===== src/verilog/scsr_pkg.sv =====
package scsr_pkg;

    // ---------------------------------------------------------------
    // register offsets
    // ---------------------------------------------------------------
    localparam logic [7:0] ADDR_RSVD_CFG_A    = 8'h06;
    localparam logic [7:0] ADDR_RSVD_CFG_B    = 8'h07;
    localparam logic [7:0] ADDR_CABLE_FAULT   = 8'h08;
    localparam logic [7:0] ADDR_RSVD_STAT_A   = 8'h09;
    localparam logic [7:0] ADDR_RSVD_STAT_B   = 8'h0A;
    localparam logic [7:0] ADDR_RSVD_STAT_C   = 8'h0B;
    localparam logic [7:0] ADDR_RSVD_CFG_C    = 8'h0C;
    localparam logic [7:0] ADDR_PIN_SYNC_POL  = 8'h0D;
    localparam logic [7:0] ADDR_DE_POL        = 8'h0E;
    localparam logic [7:0] ADDR_XLATE_A_SRC   = 8'h0F;
    localparam logic [7:0] ADDR_XLATE_A_DST   = 8'h10;
    localparam logic [7:0] ADDR_XLATE_B_SRC   = 8'h11;
    localparam logic [7:0] ADDR_XLATE_B_DST   = 8'h12;

    // ---------------------------------------------------------------
    // fixed and reset values
    // ---------------------------------------------------------------
    localparam logic [7:0] RST_RSVD_CFG_A     = 8'h40;
    localparam logic [7:0] RST_RSVD_CFG_B     = 8'h22;
    localparam logic [7:0] RST_RSVD_CFG_C     = 8'h20;
    localparam logic [7:0] RST_RSVD_STATUS    = 8'h00;
    localparam logic [3:0] RSVD_FAULT_HIGH    = 4'h0;
    localparam logic [4:0] RSVD_PIN_SYNC_LOW  = 5'h0F;
    localparam logic [6:0] RSVD_DE_POL_LOW    = 7'h02;
    localparam logic [6:0] RST_XLATE_ADDR     = 7'h00;
    localparam logic       RST_CTRL_BIT       = 1'b0;
    localparam logic [7:0] UNMAPPED_READ      = 8'h00;

    // ---------------------------------------------------------------
    // field positions
    // ---------------------------------------------------------------
    localparam int OUT_LEVEL_BIT  = 7;
    localparam int VSYNC_INV_BIT  = 6;
    localparam int HSYNC_INV_BIT  = 5;
    localparam int DE_INV_BIT     = 7;
    localparam int XLATE_ADDR_LSB = 1;
    localparam int NEG_FAULT_LSB  = 2;
    localparam int POS_FAULT_LSB  = 0;

    // ---------------------------------------------------------------
    // cable wire state encoding
    // ---------------------------------------------------------------
    typedef enum logic [1:0] {
        WIRE_SHORT_SUPPLY = 2'b00,
        WIRE_SHORT_GROUND = 2'b01,
        WIRE_NORMAL       = 2'b10,
        WIRE_OPEN         = 2'b11
    } scsr_wire_state_t;

    // ---------------------------------------------------------------
    // counts and boost off level
    // ---------------------------------------------------------------
    localparam int SYNC_STAGES      = 3;
    localparam int READ_LATENCY_CYC = 1;
    localparam logic [3:0] BOOST_OFF = 4'h0;

endpackage : scsr_pkg


===== src/verilog/scsr_sync.sv =====
`timescale 1ns/100ps

// ---------------------------------------------------------------
// three-stage pin synchroniser, change accepted when stages 2 and 3 agree
// ---------------------------------------------------------------
module scsr_sync #(
    parameter int               WIDTH     = 1,
    parameter logic [WIDTH-1:0] RESET_VAL = '0
) (
    input  wire logic             sys_clk,   // system clock
    input  wire logic             rst_n,     // sync reset, active low
    input  wire logic             ce,        // clock enable
    input  wire logic [WIDTH-1:0] pin_in,    // asynchronous pin level
    output logic      [WIDTH-1:0] clean_out  // filtered synchronous level
);

    if (WIDTH < 1) begin : g_bad_width
        $error("scsr_sync: WIDTH must be at least 1");
    end

    for (genvar i = 0; i < WIDTH; i++) begin : g_bit
        logic stage1;
        logic stage2;
        logic stage3;

        // stage1 is read by stage2 alone, to keep metastability contained
        always_ff @(posedge sys_clk) begin
            if (!rst_n) begin
                stage1 <= RESET_VAL[i];
                stage2 <= RESET_VAL[i];
                stage3 <= RESET_VAL[i];
            end else if (ce) begin
                stage1 <= pin_in[i];
                stage2 <= stage1;
                stage3 <= stage2;
            end
        end

        always_ff @(posedge sys_clk) begin
            if (!rst_n) begin
                clean_out[i] <= RESET_VAL[i];
            end else if (ce && (stage2 == stage3)) begin
                clean_out[i] <= stage3;
            end
        end
    end

endmodule : scsr_sync


===== src/verilog/scsr_xlate.sv =====
`timescale 1ns/100ps

// ---------------------------------------------------------------
// two-entry bus address translator, one cycle latency
// ---------------------------------------------------------------
module scsr_xlate #(
    parameter int AW = 7
) (
    input  wire logic          sys_clk,    // system clock
    input  wire logic          rst_n,      // sync reset, active low
    input  wire logic          ce,         // clock enable
    input  wire logic [AW-1:0] src_a,      // translator a source
    input  wire logic [AW-1:0] dst_a,      // translator a destination
    input  wire logic [AW-1:0] src_b,      // translator b source
    input  wire logic [AW-1:0] dst_b,      // translator b destination
    input  wire logic [AW-1:0] in_addr,    // target address of transaction
    input  wire logic          in_valid,   // transaction address strobe
    output logic      [AW-1:0] out_addr,   // forwarded address
    output logic               out_valid,  // forwarded address strobe
    output logic               out_hit     // address was substituted
);

    if (AW != 7) begin : g_bad_aw
        $error("scsr_xlate: only 7-bit bus addresses are served");
    end

    function automatic logic addr_match(input logic [AW-1:0] a, input logic [AW-1:0] b);
        addr_match = (a == b);
    endfunction : addr_match

    // entry a wins when both sources hold the same address
    always_ff @(posedge sys_clk) begin
        if (!rst_n) begin
            out_addr  <= '0;
            out_valid <= 1'b0;
            out_hit   <= 1'b0;
        end else if (ce) begin
            out_valid <= in_valid;
            if (in_valid && addr_match(in_addr, src_a)) begin
                out_addr <= dst_a;
                out_hit  <= 1'b1;
            end else if (in_valid && addr_match(in_addr, src_b)) begin
                out_addr <= dst_b;
                out_hit  <= 1'b1;
            end else begin
                out_addr <= in_addr;
                out_hit  <= 1'b0;
            end
        end
    end

    // ---------------------------------------------------------------
    // checks
    // ---------------------------------------------------------------
    xlate_a_hit_a : assert property (@(posedge sys_clk) disable iff (!rst_n)
        (ce && in_valid && in_addr == src_a) |=> (out_valid && out_hit && out_addr == $past(dst_a)))
        else $error("translator a did not substitute");

    xlate_b_hit_a : assert property (@(posedge sys_clk) disable iff (!rst_n)
        (ce && in_valid && in_addr != src_a && in_addr == src_b)
        |=> (out_hit && out_addr == $past(dst_b)))
        else $error("translator b did not substitute");

    xlate_miss_a : assert property (@(posedge sys_clk) disable iff (!rst_n)
        (ce && in_valid && in_addr != src_a && in_addr != src_b)
        |=> (!out_hit && out_addr == $past(in_addr)))
        else $error("unmatched address was altered");

    xlate_hit_c : cover property (@(posedge sys_clk) disable iff (!rst_n)
        ce && in_valid && in_addr == src_b ##1 out_hit);

endmodule : scsr_xlate


===== src/verilog/scsr_top.sv =====
`timescale 1ns/100ps

// How it works
// - negative wire state read-only at bits 3:2, encoded four ways, normal 10.
// - positive wire state read-only at bits 1:0, same encoding, normal 10.
// - output pin follows the output level bit, cleared at reset.
// - vertical sync inverted when its invert bit set, passed through otherwise.
// - horizontal sync inverted when its invert bit set, passed through otherwise.
// - data enable inverted when upper bit set, reset to no inversion.
// - translator a source and destination in bits 7:1, reset zero, bit 0 zero.
// - translator b source and destination in bits 7:1 of next two, reset zero.
module scsr_top (
    input  wire logic       sys_clk,            // system clock, 100 MHz
    input  wire logic       rst_n,              // sync reset, active low
    input  wire logic       ce,                 // clock enable, freezes all state
    input  wire logic [7:0] reg_addr,           // register offset
    input  wire logic [7:0] reg_wdata,          // write data
    input  wire logic       reg_wr,             // write strobe
    input  wire logic       reg_rd,             // read strobe
    output logic      [7:0] reg_rdata,          // read data
    output logic            reg_rvalid,         // read data valid pulse
    input  wire logic [1:0] neg_wire_sense,     // negative wire detector pins
    input  wire logic [1:0] pos_wire_sense,     // positive wire detector pins
    input  wire logic       vsync_in,           // vertical sync pin
    input  wire logic       hsync_in,           // horizontal sync pin
    input  wire logic       de_in,              // data enable pin
    output logic            vsync_out,          // vertical sync after polarity
    output logic            hsync_out,          // horizontal sync after polarity
    output logic            de_out,             // data enable after polarity
    output logic            general_output_pin, // general purpose output pin
    input  wire logic [3:0] boost_code,         // pre-emphasis code field
    output logic      [3:0] output_boost_level, // static boost level to driver
    input  wire logic [6:0] xl_in_addr,         // bus target address
    input  wire logic       xl_in_valid,        // bus target address strobe
    output logic      [6:0] xl_out_addr,        // forwarded bus address
    output logic            xl_out_valid,       // forwarded address strobe
    output logic            xl_out_hit          // forwarded address was translated
);

    // ---------------------------------------------------------------
    // state
    // ---------------------------------------------------------------
    logic       output_pin_level;
    logic       vert_sync_invert;
    logic       horiz_sync_invert;
    logic       data_enable_invert;
    logic [6:0] xlate_a_source;
    logic [6:0] xlate_a_destination;
    logic [6:0] xlate_b_source;
    logic [6:0] xlate_b_destination;
    logic [1:0] neg_wire_fault;
    logic [1:0] pos_wire_fault;
    logic       vs_clean;
    logic       hs_clean;
    logic       de_clean;
    logic [7:0] next_rdata;
    logic       wr_en;

    assign wr_en = ce && reg_wr;

    function automatic logic hit(input logic [7:0] a, input logic [7:0] offset);
        hit = (a == offset);
    endfunction : hit

    function automatic logic [3:0] boost_decode(input logic [3:0] code);
        // lower codes select de-emphasis or are unusable; the driver sees no boost
        if (code[3]) begin
            boost_decode = {1'b0, code[2:0]} + 4'h1;
        end else begin
            boost_decode = scsr_pkg::BOOST_OFF;
        end
    endfunction : boost_decode

    // ---------------------------------------------------------------
    // pin synchronisers
    // ---------------------------------------------------------------
    scsr_sync #(
        .WIDTH     (4),
        .RESET_VAL ({scsr_pkg::WIRE_NORMAL, scsr_pkg::WIRE_NORMAL})
    ) u_fault_sync (
        .sys_clk   (sys_clk),
        .rst_n     (rst_n),
        .ce        (ce),
        .pin_in    ({neg_wire_sense, pos_wire_sense}),
        .clean_out ({neg_wire_fault, pos_wire_fault})
    );

    scsr_sync #(
        .WIDTH     (3),
        .RESET_VAL (3'h0)
    ) u_video_sync (
        .sys_clk   (sys_clk),
        .rst_n     (rst_n),
        .ce        (ce),
        .pin_in    ({vsync_in, hsync_in, de_in}),
        .clean_out ({vs_clean, hs_clean, de_clean})
    );

    // ---------------------------------------------------------------
    // control register writes
    // ---------------------------------------------------------------
    always_ff @(posedge sys_clk) begin
        if (!rst_n) begin
            output_pin_level  <= scsr_pkg::RST_CTRL_BIT;
            vert_sync_invert  <= scsr_pkg::RST_CTRL_BIT;
            horiz_sync_invert <= scsr_pkg::RST_CTRL_BIT;
        end else if (wr_en && hit(reg_addr, scsr_pkg::ADDR_PIN_SYNC_POL)) begin
            output_pin_level  <= reg_wdata[scsr_pkg::OUT_LEVEL_BIT];
            vert_sync_invert  <= reg_wdata[scsr_pkg::VSYNC_INV_BIT];
            horiz_sync_invert <= reg_wdata[scsr_pkg::HSYNC_INV_BIT];
        end
    end

    always_ff @(posedge sys_clk) begin
        if (!rst_n) begin
            data_enable_invert <= scsr_pkg::RST_CTRL_BIT;
        end else if (wr_en && hit(reg_addr, scsr_pkg::ADDR_DE_POL)) begin
            data_enable_invert <= reg_wdata[scsr_pkg::DE_INV_BIT];
        end
    end

    // ---------------------------------------------------------------
    // translator address registers
    // ---------------------------------------------------------------
    always_ff @(posedge sys_clk) begin
        if (!rst_n) begin
            xlate_a_source      <= scsr_pkg::RST_XLATE_ADDR;
            xlate_a_destination <= scsr_pkg::RST_XLATE_ADDR;
        end else if (wr_en) begin
            if (hit(reg_addr, scsr_pkg::ADDR_XLATE_A_SRC)) begin
                xlate_a_source <= reg_wdata[7:scsr_pkg::XLATE_ADDR_LSB];
            end else if (hit(reg_addr, scsr_pkg::ADDR_XLATE_A_DST)) begin
                xlate_a_destination <= reg_wdata[7:scsr_pkg::XLATE_ADDR_LSB];
            end
        end
    end

    always_ff @(posedge sys_clk) begin
        if (!rst_n) begin
            xlate_b_source      <= scsr_pkg::RST_XLATE_ADDR;
            xlate_b_destination <= scsr_pkg::RST_XLATE_ADDR;
        end else if (wr_en) begin
            if (hit(reg_addr, scsr_pkg::ADDR_XLATE_B_SRC)) begin
                xlate_b_source <= reg_wdata[7:scsr_pkg::XLATE_ADDR_LSB];
            end else if (hit(reg_addr, scsr_pkg::ADDR_XLATE_B_DST)) begin
                xlate_b_destination <= reg_wdata[7:scsr_pkg::XLATE_ADDR_LSB];
            end
        end
    end

    // ---------------------------------------------------------------
    // read path
    // ---------------------------------------------------------------
    // reserved and read-only offsets ignore writes; anything else reads zero
    always_comb begin
        if (hit(reg_addr, scsr_pkg::ADDR_RSVD_CFG_A)) begin
            next_rdata = scsr_pkg::RST_RSVD_CFG_A;
        end else if (hit(reg_addr, scsr_pkg::ADDR_RSVD_CFG_B)) begin
            next_rdata = scsr_pkg::RST_RSVD_CFG_B;
        end else if (hit(reg_addr, scsr_pkg::ADDR_CABLE_FAULT)) begin
            next_rdata = {scsr_pkg::RSVD_FAULT_HIGH, neg_wire_fault, pos_wire_fault};
        end else if (hit(reg_addr, scsr_pkg::ADDR_RSVD_STAT_A) ||
                     hit(reg_addr, scsr_pkg::ADDR_RSVD_STAT_B) ||
                     hit(reg_addr, scsr_pkg::ADDR_RSVD_STAT_C)) begin
            next_rdata = scsr_pkg::RST_RSVD_STATUS;
        end else if (hit(reg_addr, scsr_pkg::ADDR_RSVD_CFG_C)) begin
            next_rdata = scsr_pkg::RST_RSVD_CFG_C;
        end else if (hit(reg_addr, scsr_pkg::ADDR_PIN_SYNC_POL)) begin
            next_rdata = {output_pin_level, vert_sync_invert, horiz_sync_invert,
                          scsr_pkg::RSVD_PIN_SYNC_LOW};
        end else if (hit(reg_addr, scsr_pkg::ADDR_DE_POL)) begin
            next_rdata = {data_enable_invert, scsr_pkg::RSVD_DE_POL_LOW};
        end else if (hit(reg_addr, scsr_pkg::ADDR_XLATE_A_SRC)) begin
            next_rdata = {xlate_a_source, 1'b0};
        end else if (hit(reg_addr, scsr_pkg::ADDR_XLATE_A_DST)) begin
            next_rdata = {xlate_a_destination, 1'b0};
        end else if (hit(reg_addr, scsr_pkg::ADDR_XLATE_B_SRC)) begin
            next_rdata = {xlate_b_source, 1'b0};
        end else if (hit(reg_addr, scsr_pkg::ADDR_XLATE_B_DST)) begin
            next_rdata = {xlate_b_destination, 1'b0};
        end else begin
            next_rdata = scsr_pkg::UNMAPPED_READ;
        end
    end

    always_ff @(posedge sys_clk) begin
        if (!rst_n) begin
            reg_rdata  <= scsr_pkg::UNMAPPED_READ;
            reg_rvalid <= 1'b0;
        end else if (ce) begin
            reg_rvalid <= reg_rd;
            if (reg_rd) begin
                reg_rdata <= next_rdata;
            end
        end
    end

    // ---------------------------------------------------------------
    // outputs driven from state
    // ---------------------------------------------------------------
    always_ff @(posedge sys_clk) begin
        if (!rst_n) begin
            general_output_pin <= scsr_pkg::RST_CTRL_BIT;
        end else if (ce) begin
            general_output_pin <= output_pin_level;
        end
    end

    always_ff @(posedge sys_clk) begin
        if (!rst_n) begin
            vsync_out <= 1'b0;
            hsync_out <= 1'b0;
            de_out    <= 1'b0;
        end else if (ce) begin
            vsync_out <= vs_clean ^ vert_sync_invert;
            hsync_out <= hs_clean ^ horiz_sync_invert;
            de_out    <= de_clean ^ data_enable_invert;
        end
    end

    // static setting; the driver samples it whenever it likes
    always_ff @(posedge sys_clk) begin
        if (!rst_n) begin
            output_boost_level <= scsr_pkg::BOOST_OFF;
        end else if (ce) begin
            output_boost_level <= boost_decode(boost_code);
        end
    end

    // ---------------------------------------------------------------
    // address translator
    // ---------------------------------------------------------------
    scsr_xlate #(
        .AW        (7)
    ) u_xlate (
        .sys_clk   (sys_clk),
        .rst_n     (rst_n),
        .ce        (ce),
        .src_a     (xlate_a_source),
        .dst_a     (xlate_a_destination),
        .src_b     (xlate_b_source),
        .dst_b     (xlate_b_destination),
        .in_addr   (xl_in_addr),
        .in_valid  (xl_in_valid),
        .out_addr  (xl_out_addr),
        .out_valid (xl_out_valid),
        .out_hit   (xl_out_hit)
    );

    // ---------------------------------------------------------------
    // checks
    // ---------------------------------------------------------------
    fault_read_a : assert property (@(posedge sys_clk) disable iff (!rst_n)
        (ce && reg_rd && reg_addr == scsr_pkg::ADDR_CABLE_FAULT)
        |=> (reg_rvalid && reg_rdata == {4'h0, $past(neg_wire_fault), $past(pos_wire_fault)}))
        else $error("cable fault read mismatch");

    pos_wire_normal_a : assert property (@(posedge sys_clk) disable iff (!rst_n)
        (ce && pos_wire_sense == 2'h2) [*4] |=> (pos_wire_fault == 2'h2))
        else $error("steady normal positive wire not reported");

    pin_level_a : assert property (@(posedge sys_clk) disable iff (!rst_n)
        (ce && reg_wr && reg_addr == scsr_pkg::ADDR_PIN_SYNC_POL) ##1 ce
        |=> (general_output_pin == $past(reg_wdata[7], 2)))
        else $error("output pin does not follow level bit");

    vsync_pol_a : assert property (@(posedge sys_clk) disable iff (!rst_n)
        ce |=> (vsync_out == ($past(vs_clean) ^ $past(vert_sync_invert))))
        else $error("vertical sync polarity wrong");

    hsync_pol_a : assert property (@(posedge sys_clk) disable iff (!rst_n)
        ce |=> (hsync_out == ($past(hs_clean) ^ $past(horiz_sync_invert))))
        else $error("horizontal sync polarity wrong");

    de_pol_a : assert property (@(posedge sys_clk) disable iff (!rst_n)
        (ce && reg_wr && reg_addr == scsr_pkg::ADDR_DE_POL) ##1 (ce && de_clean == 1'b0)
        |=> (de_out == $past(reg_wdata[7], 2)))
        else $error("data enable inversion not applied");

    xlate_a_reg_a : assert property (@(posedge sys_clk) disable iff (!rst_n)
        (ce && reg_wr && reg_addr == scsr_pkg::ADDR_XLATE_A_SRC) ##1 (ce && !reg_wr)
        ##1 (ce && reg_rd && !reg_wr && reg_addr == scsr_pkg::ADDR_XLATE_A_SRC)
        |=> (reg_rdata == {$past(reg_wdata[7:1], 3), 1'b0}))
        else $error("translator a source readback wrong");

    xlate_b_reg_a : assert property (@(posedge sys_clk) disable iff (!rst_n)
        (ce && reg_wr && reg_addr == scsr_pkg::ADDR_XLATE_B_DST)
        |=> (xlate_b_destination == $past(reg_wdata[7:1])))
        else $error("translator b destination not stored");

    boost_level_a : assert property (@(posedge sys_clk) disable iff (!rst_n)
        (ce && boost_code == 4'hF) |=> (output_boost_level == 4'h8))
        else $error("top boost code not decoded to level 8");

    rsvd_read_a : assert property (@(posedge sys_clk) disable iff (!rst_n)
        (ce && reg_rd && reg_addr == scsr_pkg::ADDR_RSVD_CFG_A) |=> (reg_rdata == 8'h40))
        else $error("reserved register reads wrong value");

    pin_high_c : cover property (@(posedge sys_clk) disable iff (!rst_n)
        $rose(general_output_pin));

    fault_open_c : cover property (@(posedge sys_clk) disable iff (!rst_n)
        neg_wire_fault == 2'h3);

    de_invert_c : cover property (@(posedge sys_clk) disable iff (!rst_n)
        data_enable_invert && ce ##1 de_out);

endmodule : scsr_top


===== config.mk =====
export PLATFORM = sky130hd
export DESIGN_NAME = scsr_top
export DESIGN_NICKNAME = d
export VERILOG_FILES = /design/src/verilog/scsr_pkg.sv /design/src/verilog/scsr_sync.sv /design/src/verilog/scsr_xlate.sv /design/src/verilog/scsr_top.sv
export SDC_FILE = /design/constraint.sdc
export NUM_CORES = 1
export LEC_CHECK = 0
export BUFFER_PORTS_ARGS = -buffer_cell sky130_fd_sc_hd__buf_2
export CORE_MARGIN = 5
export CORE_UTILIZATION = 50
export CTS_BUF_LIST = sky130_fd_sc_hd__clkbuf_16
export DETAILED_ROUTE_END_ITERATION = 10
export GPL_ROUTABILITY_DRIVEN = 0
export PLACE_DENSITY_LB_ADDON = 0.12
export REMOVE_ABC_BUFFERS = 1
export SLEW_MARGIN = 10
export SYNTH_ARGS = -nofsm -noshare
export SYNTH_HDL_FRONTEND = slang
export SYNTH_SLANG_ARGS = --single-unit

===== constraint.sdc =====
create_clock -name sys_clk -period 3.3 [get_ports sys_clk]
set_input_delay 0.165 -clock sys_clk [delete_from_list [all_inputs] [get_ports sys_clk]]
set_output_delay 0.165 -clock sys_clk [all_outputs]
set_load 0.005 [all_outputs]

==> summary.md, run 1 <==
| Metric | Value |
|---|---|
| Outcome | `completed` |
| Setup crit start kind | `flop` |
| Critical Path Sink Type | `flop` |
| Class of the worst hold path | `input port to flop` |
| H-tree Lvls | `3` |
| Total GRT Usage | `20.4%` |
| Remaining routing DRC violations | `0` |
| I/O pin count | `66` |
| R2R Path End | `u_xlate.out_addr[4]` |
| Worst Setup SP | `xlate_a_source[0]` |
| Reg2reg path depth | `5` |
| Fin nets | `546` |
| Critical path arrival | `2.09 ns` |
| Ys async rst share | `0%` |
| Overflow after GRT | `0` |
| Worst-path clk slew | `0.06 ns` |
| Via density | `5.46` |
| Crit Path Max Fanout | `15` |
| Vias | `3344` |
| RSZ-0062 raised after global routing | `false` |
| TritonCTS clock tree | `done` |
| Post-Syn Area | `4040 sq um` |
| Critical path buffers and inverters | `0` |
| Core area | `7810 sq um` |
| Peak VDD IR | `351 uV` |
| Max-Cap Viols | `0` |
| Top cell type by total area after synthesis | `dfxtp_1` |
| Die Ht | `99.9 microns` |
| Post-route ant nets | `0` |
| Number of DRC markers in iteration 0 | `135` |
| Initial antenna violation count | `0` |
| CTS Buf Count | `9` |
| Yosys top cell area share | `42.6%` |
| Worst-Margin Slew | `0.820 ns` |
| Wire per inst | `16.1 microns` |
| Pin count of the biggest net entering global routing | `42` |
| Synthesis-to-layout area growth | `17.7%` |
| Cell count along the critical path | `5` |
| CP endpoint | `u_xlate.out_addr[4]` |
| Sequential fraction of the synthesis area | `42.6%` |
| #FFs+latches synth | `86` |
| Tcrit/Tclk final | `56.7%` |
| Final Hold Fails | `0` |
| Setup bufs post-CTS | `0` |
| Worst reg2reg setup slack | `1.43 ns` |
| Final HPWL DP | `6970 microns` |
| Top FF cell, synth | `dfxtp_1` |
| Slowest CP cell | `nand4_1` |
| Row count | `32` |
| Crit path cell chain | `xor2_1 > nor4_1 > nand4_1 > o21ai_0 > o21ai_0` |
| Clk_skew | `0.00409 ns` |
| Drt pass-1 iters | `4` |
| Global-route wire length before repair | `16100 microns` |
| Fmax | `534 MHz` |
| # setup viols final | `0` |
| Syn Inst Count | `453` |
| Min Tclk post-route | `1.87 ns` |
| Worst slew margin | `45.0%` |
| Maximum clock insertion buffer count | `2` |
| Starting Density | `51.7%` |
| Layout cells sized above 1 | `17.8%` |
| Leakage | `1.93 nW` |
| Netlist cell types | `45` |
| CP most frequent cell | `o21ai_0` |
| Clock root buffer | `clkbuf_16` |
| Largest cells by area after synthesis | `dfxtp_1 (43%), mux2i_1 (15%), o21ai_0 (4.8%), nor2_1 (4.5%), nor2b_1 (4.2%)` |
| Critical path required time | `3.51 ns` |
| Setup_tns | `0 ns` |
| Number of synthesized flops with an enable pin | `0` |
| Cell family with the largest share of critical-path delay | `simple AND/OR/NAND/NOR gates` |
| Die ar. | `9980 sq um` |
| Cell Pwr Density | `509 nW/um^2` |
| Port Buffers | `64` |
| Clock Sink Count | `86` |
| Vias in the first global route | `3224` |
| Mapped Avg Cell Area | `8.92 sq um` |
| Die width | `99.9 microns` |
| CTS Hold Bufs | `0` |
| Setup CP Type | `flop to flop` |
| Max incr delay on CP | `0.52 ns` |
| R2r startpoint | `xlate_a_source[0]` |
| YS warnings | `0` |
| Post_cts resized | `0` |
| Clk_lat worst skew | `0.33 ns` |
| Tot Pwr | `2.42 mW` |
| N_diodes | `0` |
| Slew Limit Fails | `0` |
| Drt total wl | `9830 microns` |
[power breakdown]
part	internal (mW)	leakage (nW)	switching, mW	total, mW
logic	0.0742	1.07	0.111	0.185
registers	1.06	0.698	0.0121	1.07
clock network	0.743	0.166	0.417	1.16
[worst min-delay path by stage]
| stage | endpoint | from | depth (start not counted) |
|---|---|---|---|
| floorplan | u_fault_sync.g_bit[1].stage1 | rst_n | 1 |
| global placement | u_fault_sync.g_bit[3].stage1 | neg_wire_sense[1] | 3 |
| detailed placement | u_fault_sync.g_bit[1].stage1 | pos_wire_sense[1] | 3 |
| CTS | u_fault_sync.g_bit[1].stage1 | pos_wire_sense[1] | 3 |
| global route | u_fault_sync.g_bit[1].stage1 | pos_wire_sense[1] | 3 |
| finish | u_fault_sync.g_bit[3].stage1 | neg_wire_sense[1] | 3 |
[logic make-up (layout without fill, tap and decap cells)]
family                   after synthesis  count (layout)  share of synthesized area [%]
AND/OR/NAND/NOR                      153             153                           19.7
AO/OA/AOI/OAI                         96              96                           14.6
flip-flops                            86              86                           42.6
multiplexers                          61              61                           15.1
buffers and inverters                 38              95                           3.75
XOR/XNOR                              18              18                           3.90
adder cells (fa/ha/maj)                1               1                          0.310
[sequential cells by signal (all words and copies together) (netlist names), 4 cells and up]
name	flops
output_boost_level	4
reg_rdata	8
u_fault_sync.clean_out	4
u_fault_sync.g_bit.stage1	4
u_fault_sync.g_bit.stage2	4
u_fault_sync.g_bit.stage3	4
u_xlate.out_addr	7
xlate_a_destination	7
xlate_a_source	7
xlate_b_destination	7
xlate_b_source	7
[cells in the mapped netlist, drive strengths merged, types with 6 or more instances]
| library cell | n |
|---|---|
| o211a | 7 |
| xor2 | 6 |
| nand2 | 37 |
| a21oi | 21 |
| a31oi | 6 |
| clkbuf | 15 |
| nor3 | 8 |
| xnor2 | 12 |
| dfxtp | 86 |
| nor2b | 27 |
| nor2 | 48 |
| o21ai | 39 |
| buf | 12 |
| mux2i | 61 |
| inv | 11 |
[layout by cell type (no fill, tap or decap), types with 5 or more instances in the layout]
| cell type | synthesis | layout |
|---|---|---|
| nand2_1 | 37 | 37 |
| clkbuf_16 | 0 | 9 |
| nor2b_1 | 27 | 27 |
| dfxtp_1 | 86 | 86 |
| nor3_1 | 5 | 5 |
| inv_1 | 11 | 11 |
| nor2_1 | 48 | 48 |
| a31oi_1 | 6 | 6 |
| o21ai_0 | 39 | 39 |
| buf_2 | 7 | 64 |
| xnor2_1 | 12 | 12 |
| a21oi_1 | 21 | 21 |
| o211a_1 | 7 | 7 |
| or3_1 | 5 | 5 |
| xor2_1 | 6 | 6 |
| mux2i_1 | 61 | 61 |
| nand2b_1 | 5 | 5 |
[worst reg2reg max path, delay by kind of cell (launching register included)]
family | cells | cell delay (ns)
xor+xnor | 1 | 0.16
simple gates | 2 | 0.80
flops | 1 | 0.34
compound gates | 2 | 0.45
[per-stage QoR]
stage / hold WS (ns) / setup WS, ns / utilization (%) / instances / area (sq um)
after CTS: 0.0420 / 1.40 / 60.9 / 612 / 4750
after detailed placement: 0.390 / 1.28 / 56.5 / 596 / 4410
after floorplan: 0.227 / 1.79 / - / 426 / 3930
after global routing: 0.0567 / 1.27 / 60.9 / 612 / 4750
final: 0.0505 / 1.43 / 60.9 / 612 / 4750
after global placement: 0.384 / 1.30 / 56.5 / 596 / 4410
[final cells by class]
type	instances	area (sq um)
tap	102	128
multi-input combinational	329	2170
timing repair buffer	68	350
clock inverter	7	120
inverter	11	41.3
sequential	86	1720
clock buffer	9	225
fill	703	3050
[routing by layer]
metal / vias up / GRT usage, % / share of wire [%]
li1: 1672 / - / -
met1: 1572 / 26.9 / 46
met2: 86 / 33.2 / 47
met3: 14 / 4.24 / 5.7
met4: 0 / 7.04 / 1.7
met5: - / 0 / 0
Power figures use the tool's default switching activity.
==> run 2: changes to the inputs <==
clock period = 1.9 ns   (was 3.3 ns; I/O delays follow)
==> run 2 against run 1 <==
Against the previous run: sequential cell count did not move; non-clock buffer count increased by 22; final area increased by 3.0%; register-to-register slack got worse by 1.0 ns; sequential power grew 74%; clock skew about the same; die area unchanged.
==> summary.md, run 2 (synthesis results as in run 1) <==
| Metric | Value |
|---|---|
| Outcome | `completed` |
| R2R Path End | `u_xlate.out_addr[3]` |
| Via density | `5.35 (-2.0%)` |
| Final Hold Fails | `0 (unchanged)` |
| Die width | `99.9 microns (unchanged)` |
| Drt pass-1 iters | `4 (unchanged)` |
| Worst reg2reg setup slack | `0.40 ns (-1.03 ns)` |
| Fmax | `667 MHz (+25%)` |
| Class of the worst hold path | `input port to flop` |
| RSZ-0062 raised after global routing | `false` |
| Die ar. | `9980 sq um (unchanged)` |
| Port Buffers | `64 (unchanged)` |
| CTS Buf Count | `9 (unchanged)` |
| Hold Path Depth | `3 (unchanged)` |
| Gr busiest metal | `met2` |
| Vias in the first global route | `3287 (+2.0%)` |
| # setup viols final | `0 (unchanged)` |
| Crit Path Max Fanout | `8 (-7)` |
| Reg2reg path depth | `5 (unchanged)` |
| Maximum clock insertion buffer count | `2 (unchanged)` |
| Leakage | `2.03 nW (+4.8%)` |
| Synthesis-to-layout area growth | `21.2%` |
| Worst-Margin Slew | `0.485 ns (-0.335 ns)` |
| Total GRT Usage | `20.4% (about the same)` |
| Met3 global-route usage | `4.03% (-0.21 points)` |
| Setup bufs post-CTS | `0 (unchanged)` |
| Pin count of the biggest net entering global routing | `41 (-2.4%)` |
| Die Ht | `99.9 microns (unchanged)` |
| Final non-filler cell total | `634 (+3.6%)` |
| Largest reg by FF count | `reg_rdata` |
| Clk_skew | `0.00401 ns (-0.0000830 ns)` |
| Core area | `7810 sq um (unchanged)` |
| Post-route ant nets | `0 (unchanged)` |
| Routing usage on met1 | `27.1% (+0.26 points)` |
| Setup crit start kind | `flop` |
| Drt total wl | `9850 microns (+0.17%)` |
| Row count | `32 (unchanged)` |
| Global-route wire length before repair | `16200 microns (+0.51%)` |
| Most frequent cells in the layout | `dfxtp_1 (86), buf_2 (64), mux2i_1 (61), nor2_1 (48), o21ai_0 (39)` |
| R2r startpoint | `xlate_b_source[4]` |
| Critical Path Sink Type | `flop` |
| Fin nets | `568 (+4.0%)` |
| Final HPWL DP | `7190 microns (+3.1%)` |
| H-tree Lvls | `3 (unchanged)` |
| Clock Sink Count | `86 (unchanged)` |
| Overflow after GRT | `0 (unchanged)` |
| Worst slew margin | `67.5% (+23 points)` |
| N_diodes | `0 (unchanged)` |
| Hold_ws | `0.0115 ns (-0.0390 ns)` |
| Setup CP Type | `flop to flop` |
| TritonCTS clock tree | `done` |
| Remaining routing DRC violations | `0 (unchanged)` |
| Min Tclk post-route | `1.50 ns (-0.373 ns)` |
| Layout cells sized above 1 | `19.4% (+1.5 points)` |
| Wire per inst | `15.5 microns (-3.3%)` |
| Total placed cells including tap cells | `612 (+2.7%)` |
| Worst-path clk slew | `0.06 ns (about the same)` |
| Clock root buffer | `clkbuf_16` |
| Largest register FFs | `8 (unchanged)` |
| Worst Setup SP | `xlate_b_source[4]` |
| I/O pin count | `66 (unchanged)` |
| Setup_tns | `0 ns (unchanged)` |
| Slew Limit Fails | `0 (unchanged)` |
| Clk_lat worst skew | `0.33 ns (about the same)` |
| Initial antenna violation count | `0 (unchanged)` |
| CP endpoint | `u_xlate.out_addr[3]` |
| Critical path arrival | `1.76 ns (-0.33 ns)` |
| Cell Pwr Density | `820 nW/um^2 (+61%)` |
| Max-Cap Viols | `0 (unchanged)` |
| Met2 GRT Util | `33.6% (+0.41 points)` |
| Most common cell after layout, fill and taps aside | `dfxtp_1` |
| Starting Density | `51.7% (unchanged)` |
| Number of DRC markers in iteration 0 | `174 (+29%)` |
| Vias | `3394 (+1.5%)` |
| Tcrit/Tclk final | `78.9% (+22 points)` |
| Critical path required time | `2.16 ns (-1.35 ns)` |
| Peak VDD IR | `452 uV (+29%)` |
run 2: cell types whose count changed in the layout (fill, tap and decap cells not counted):
cell / before / now
clkinv_2: 1 / 0
buf_4: 4 / 20
dlygate4sd3_1: 0 / 6
clkinv_1: 0 / 1
inv_1: 11 / 14
inv_6: 2 / 0
bufinv_16: 3 / 2
run 2: per-stage QoR:
stage,cell area [sq um],utilization (%),worst slack (ns),power [mW]
after global placement,4530,58.0,0.258,2.23
after global routing,4900,62.7,0.211,4.17
after CTS,4900,62.7,0.398,4.05
after detailed placement,4530,58.0,0.249,2.24
after floorplan,3930,-,0.405,2.05
final,4900,62.7,0.401,4.01
run 2: cell type report:
class                           count  area (sq um)
Inverter                           11          41.3
Timing Repair Buffer               90           531
Clock buffer                        9           225
Multi-Input combinational cell    329          2170
Clock inverter                      7          82.6
Tap cell                          102           128
Fill cell                         693          2910
Sequential cell                    86          1720
run 2: critical path, cell delays in order, from the launching register on:
cell and delay, ns:
dfxtp_1 0.38, xnor2_1 0.15, nand4_1 0.13, or2_2 0.39, o211a_1 0.23, o21ai_0 0.16
run 2: per-layer routing:
metal	routed length, microns	vias to the layer above
met5	0	-
met4	120	0
met3	456	10
met2	4770	72
met1	4500	1582
li1	-	1730
run 2: where the power goes:
part           total (mW)  internal (mW)  switching (mW)
registers            1.86           1.84          0.0209
logic               0.346          0.149           0.196
clock network        1.81           1.13           0.673
total                4.01           3.12           0.891
run 2: worst min-delay path by stage:
stage               slack, ns         startpoint                      endpoint
CTS                     0.008  pos_wire_sense[0]  u_fault_sync.g_bit[0].stage1
global placement         0.31  pos_wire_sense[1]  u_fault_sync.g_bit[1].stage1
finish                   0.01  pos_wire_sense[0]  u_fault_sync.g_bit[0].stage1
global route             0.03  pos_wire_sense[0]  u_fault_sync.g_bit[0].stage1
detailed placement       0.32  neg_wire_sense[1]  u_fault_sync.g_bit[3].stage1
floorplan                0.16              rst_n  u_fault_sync.g_bit[1].stage1
run 2: timing repair:
item | in CTS | in global routing
hold buffers | 6 | 0
gates resized for setup | 0 | 0
hold endpoints to repair | 6 | 0
==> run 3: changes to the inputs <==
clock period = 1.3 ns   (was 1.9 ns; I/O delays follow)
==> run 3 against run 2 <==
Against the previous run: the run now ends with negative setup slack left; clock power up 32%; via count up 6.2%; core utilization up 5.1 points; die area unchanged.
==> summary.md, run 3 (synthesis results as in run 1) <==
| Metric | Value |
|---|---|
| Most frequent cells in the layout | `dfxtp_1 (83), buf_2 (64), mux2i_1 (61), buf_4 (59), nor2_1 (48)` |
| Leakage | `2.25 nW (+11%)` |
| Final WS setup | `-0.225 ns (-0.626 ns)` |
| Die Ht | `99.9 microns (unchanged)` |
| Layout cells sized above 1 | `28.3% (+8.9 points)` |
| Hold Path Depth | `3 (unchanged)` |
| N_diodes | `0 (unchanged)` |
| Vias | `3603 (+6.2%)` |
| Peak VDD IR | `1070 uV (+140%)` |
| Fin nets | `612 (+7.7%)` |
| Final non-filler cell total | `678 (+6.9%)` |
| Die width | `99.9 microns (unchanged)` |
| Core area | `7810 sq um (unchanged)` |
| Cell count along the critical path | `6 (+1)` |
| Worst-path clk slew | `0.07 ns (about the same)` |
| Critical path required time | `1.53 ns (-0.63 ns)` |
| RSZ-0062 raised after global routing | `true` |
| Cell Pwr Density | `1080 nW/um^2 (+31%)` |
| Clk_skew | `0.00440 ns (+0.000393 ns)` |
| Crit Path Max Fanout | `8 (unchanged)` |
| Clock root buffer | `clkbuf_16` |
| Switching share of power | `25.3% (+3.1 points)` |
| Outcome | `finished, violations left` |
| Crit path cell chain | `xor2_1 > nor4_2 > nand4_1 > buf_6 > o21ai_2 > o21ai_1` |
| # fillers | `666 (-3.9%)` |
| Final Core Density | `67.8% (+5.1 points)` |
| Critical path buffers and inverters | `1 (+1)` |
| Switch Pwr | `1.44 mW (+62%)` |
| Total GRT Usage | `22.2% (+1.8 points)` |
| Internal Power | `4.26 mW (+36%)` |
| Slew Limit Fails | `0 (unchanged)` |
| Largest register FFs | `8 (unchanged)` |
| H-tree Lvls | `3 (unchanged)` |
| Clk_lat worst skew | `0.34 ns (about the same)` |
| Final HPWL DP | `7970 microns (+11%)` |
| Overflow after GRT | `0 (unchanged)` |
| Slowest CP cell | `dfxtp_2` |
| Max-Cap Viols | `0 (unchanged)` |
| Wire per inst | `15.9 microns (+2.4%)` |
| Maximum clock insertion buffer count | `2 (unchanged)` |
| Port Buffers | `64 (unchanged)` |
| Setup bufs post-CTS | `0 (unchanged)` |
| I/O pin count | `66 (unchanged)` |
| Total placed cells including tap cells | `654 (+6.9%)` |
| Starting Density | `51.7% (unchanged)` |
| Initial antenna violation count | `0 (unchanged)` |
| Cell family with the largest share of critical-path delay | `simple AND/OR/NAND/NOR gates` |
| Reg2reg path depth | `6 (+1)` |
| Setup crit start kind | `flop` |
| Clock network power share | `41.9% (-3.1 points)` |
| Drt pass-1 iters | `4 (unchanged)` |
| Drt total wl | `10800 microns (+9.6%)` |
| Worst Setup SP | `xlate_a_source[0]` |
| Hold Startpoint | `boost_code[3]` |
| Final Hold Fails | `0 (unchanged)` |
| Setup CP Type | `flop to flop` |
| Worst slew margin | `64.9% (-2.7 points)` |
| Combinational power share | `10.4% (+1.8 points)` |
| Pin count of the biggest net entering global routing | `41 (unchanged)` |
| Failing checks | `negative setup slack` |
| Number of DRC markers in iteration 0 | `128 (-26%)` |
| Max incr delay on CP | `0.32 ns (-0.07 ns)` |
| TritonCTS clock tree | `done` |
| Clock Sink Count | `86 (unchanged)` |
| Remaining routing DRC violations | `0 (unchanged)` |
| Worst-Margin Slew | `0.522 ns (+0.0370 ns)` |
| Vias in the first global route | `3618 (+10%)` |
| Largest reg by FF count | `reg_rdata` |
| Sequential power share | `47.7% (+1.3 points)` |
| Critical Path Sink Type | `flop` |
| Via density | `5.31 (-0.73%)` |
| R2r startpoint | `xlate_a_source[0]` |
| Class of the worst hold path | `input port to flop` |
| Fmax | `656 MHz (-1.7%)` |
| # setup viols final | `8 (+8)` |
| Most common cell after layout, fill and taps aside | `dfxtp_1` |
| Critical path arrival | `1.75 ns (about the same)` |
| Hold_ws | `0.0305 ns (+0.0190 ns)` |
| Tcrit/Tclk final | `117% (+38 points)` |
| Post-route ant nets | `0 (unchanged)` |
| Row count | `32 (unchanged)` |
| CTS Buf Count | `9 (unchanged)` |
| Min Tclk post-route | `1.52 ns (+0.0259 ns)` |
| Global-route wire length before repair | `17700 microns (+9.1%)` |
| Synthesis-to-layout area growth | `31.0%` |
| Die ar. | `9980 sq um (unchanged)` |
## run 3: changes by cell type in the layout (fill, tap and decap cells not counted), sizes merged
cell	before	now
inv	14	12
clkinv	1	4
dlygate4sd3	6	7
clkinvlp	1	2
buf	84	127
bufinv	2	0
## run 3: final timing paths
path,slack (ns),to
max,-0.22,u_xlate.out_addr[2]
min,0.03,output_boost_level[1]
max reg2reg,-0.22,u_xlate.out_addr[2]
min reg2reg,0.45,u_xlate.out_addr[6]
## run 3: power by group through the flow
stage | Sequential, mW | Combinational, mW | Clock [mW]
after floorplan | 2.78 | 0.211 | 0
after global placement | 2.78 | 0.545 | 0
after detailed placement | 2.78 | 0.555 | 0
after CTS | 2.72 | 0.580 | 2.42
after global routing | 2.73 | 0.646 | 2.55
final | 2.72 | 0.591 | 2.39
## run 3: tightest hold or removal path: cells and delay by family
| kind | cells | cell delay [ns] |
|---|---|---|
| buffers and inverters | 1 | 0.11 |
| AOI/OAI and AO/OA | 1 | 0.07 |
| and+or+nand+nor | 1 | 0.07 |
## run 3: metal layers
metal | GRT usage (%) | vias to the layer above | share of wire (%)
li1 | - | 1814 | -
met1 | 28.5 | 1683 | 45
met2 | 37.2 | 94 | 48
met3 | 5.70 | 12 | 6.1
met4 | 5.88 | 0 | 1.3
met5 | 0 | - | 0
## run 3: final cells by class
type	count	area, sq um	area share [%]
well taps	102	128	2.41
multi-input cells	329	2230	42.1
repair buffers	134	896	16.9
clock inverters	7	50.0	0.945
inverters	11	41.3	0.780
clock buffers	9	225	4.25
flip-flops and latches	86	1730	32.6
## run 3: repair_timing
| action | in CTS | in global routing |
|---|---|---|
| hold endpoints to repair | 7 | 0 |
| hold buffers | 7 | 0 |
| gates cloned | 0 | 1 |
| gates resized for setup | 14 | 23 |
| pin swaps | 3 | 8 |
| endpoints found under the setup margin | 9 | 11 |
## run 3: stage by stage
stage               area [sq um]  setup WS [ns]  total power, mW  TNS [ns]
floorplan                   3930         -0.195             2.99     -2.15
global placement            4870         -0.211             3.33     -4.84
detailed placement          4870         -0.234             3.34     -6.11
CTS                         5240         -0.163             5.72     -1.14
global route                5290         -0.289             5.93     -2.15
finish                      5290         -0.225             5.70     -1.49
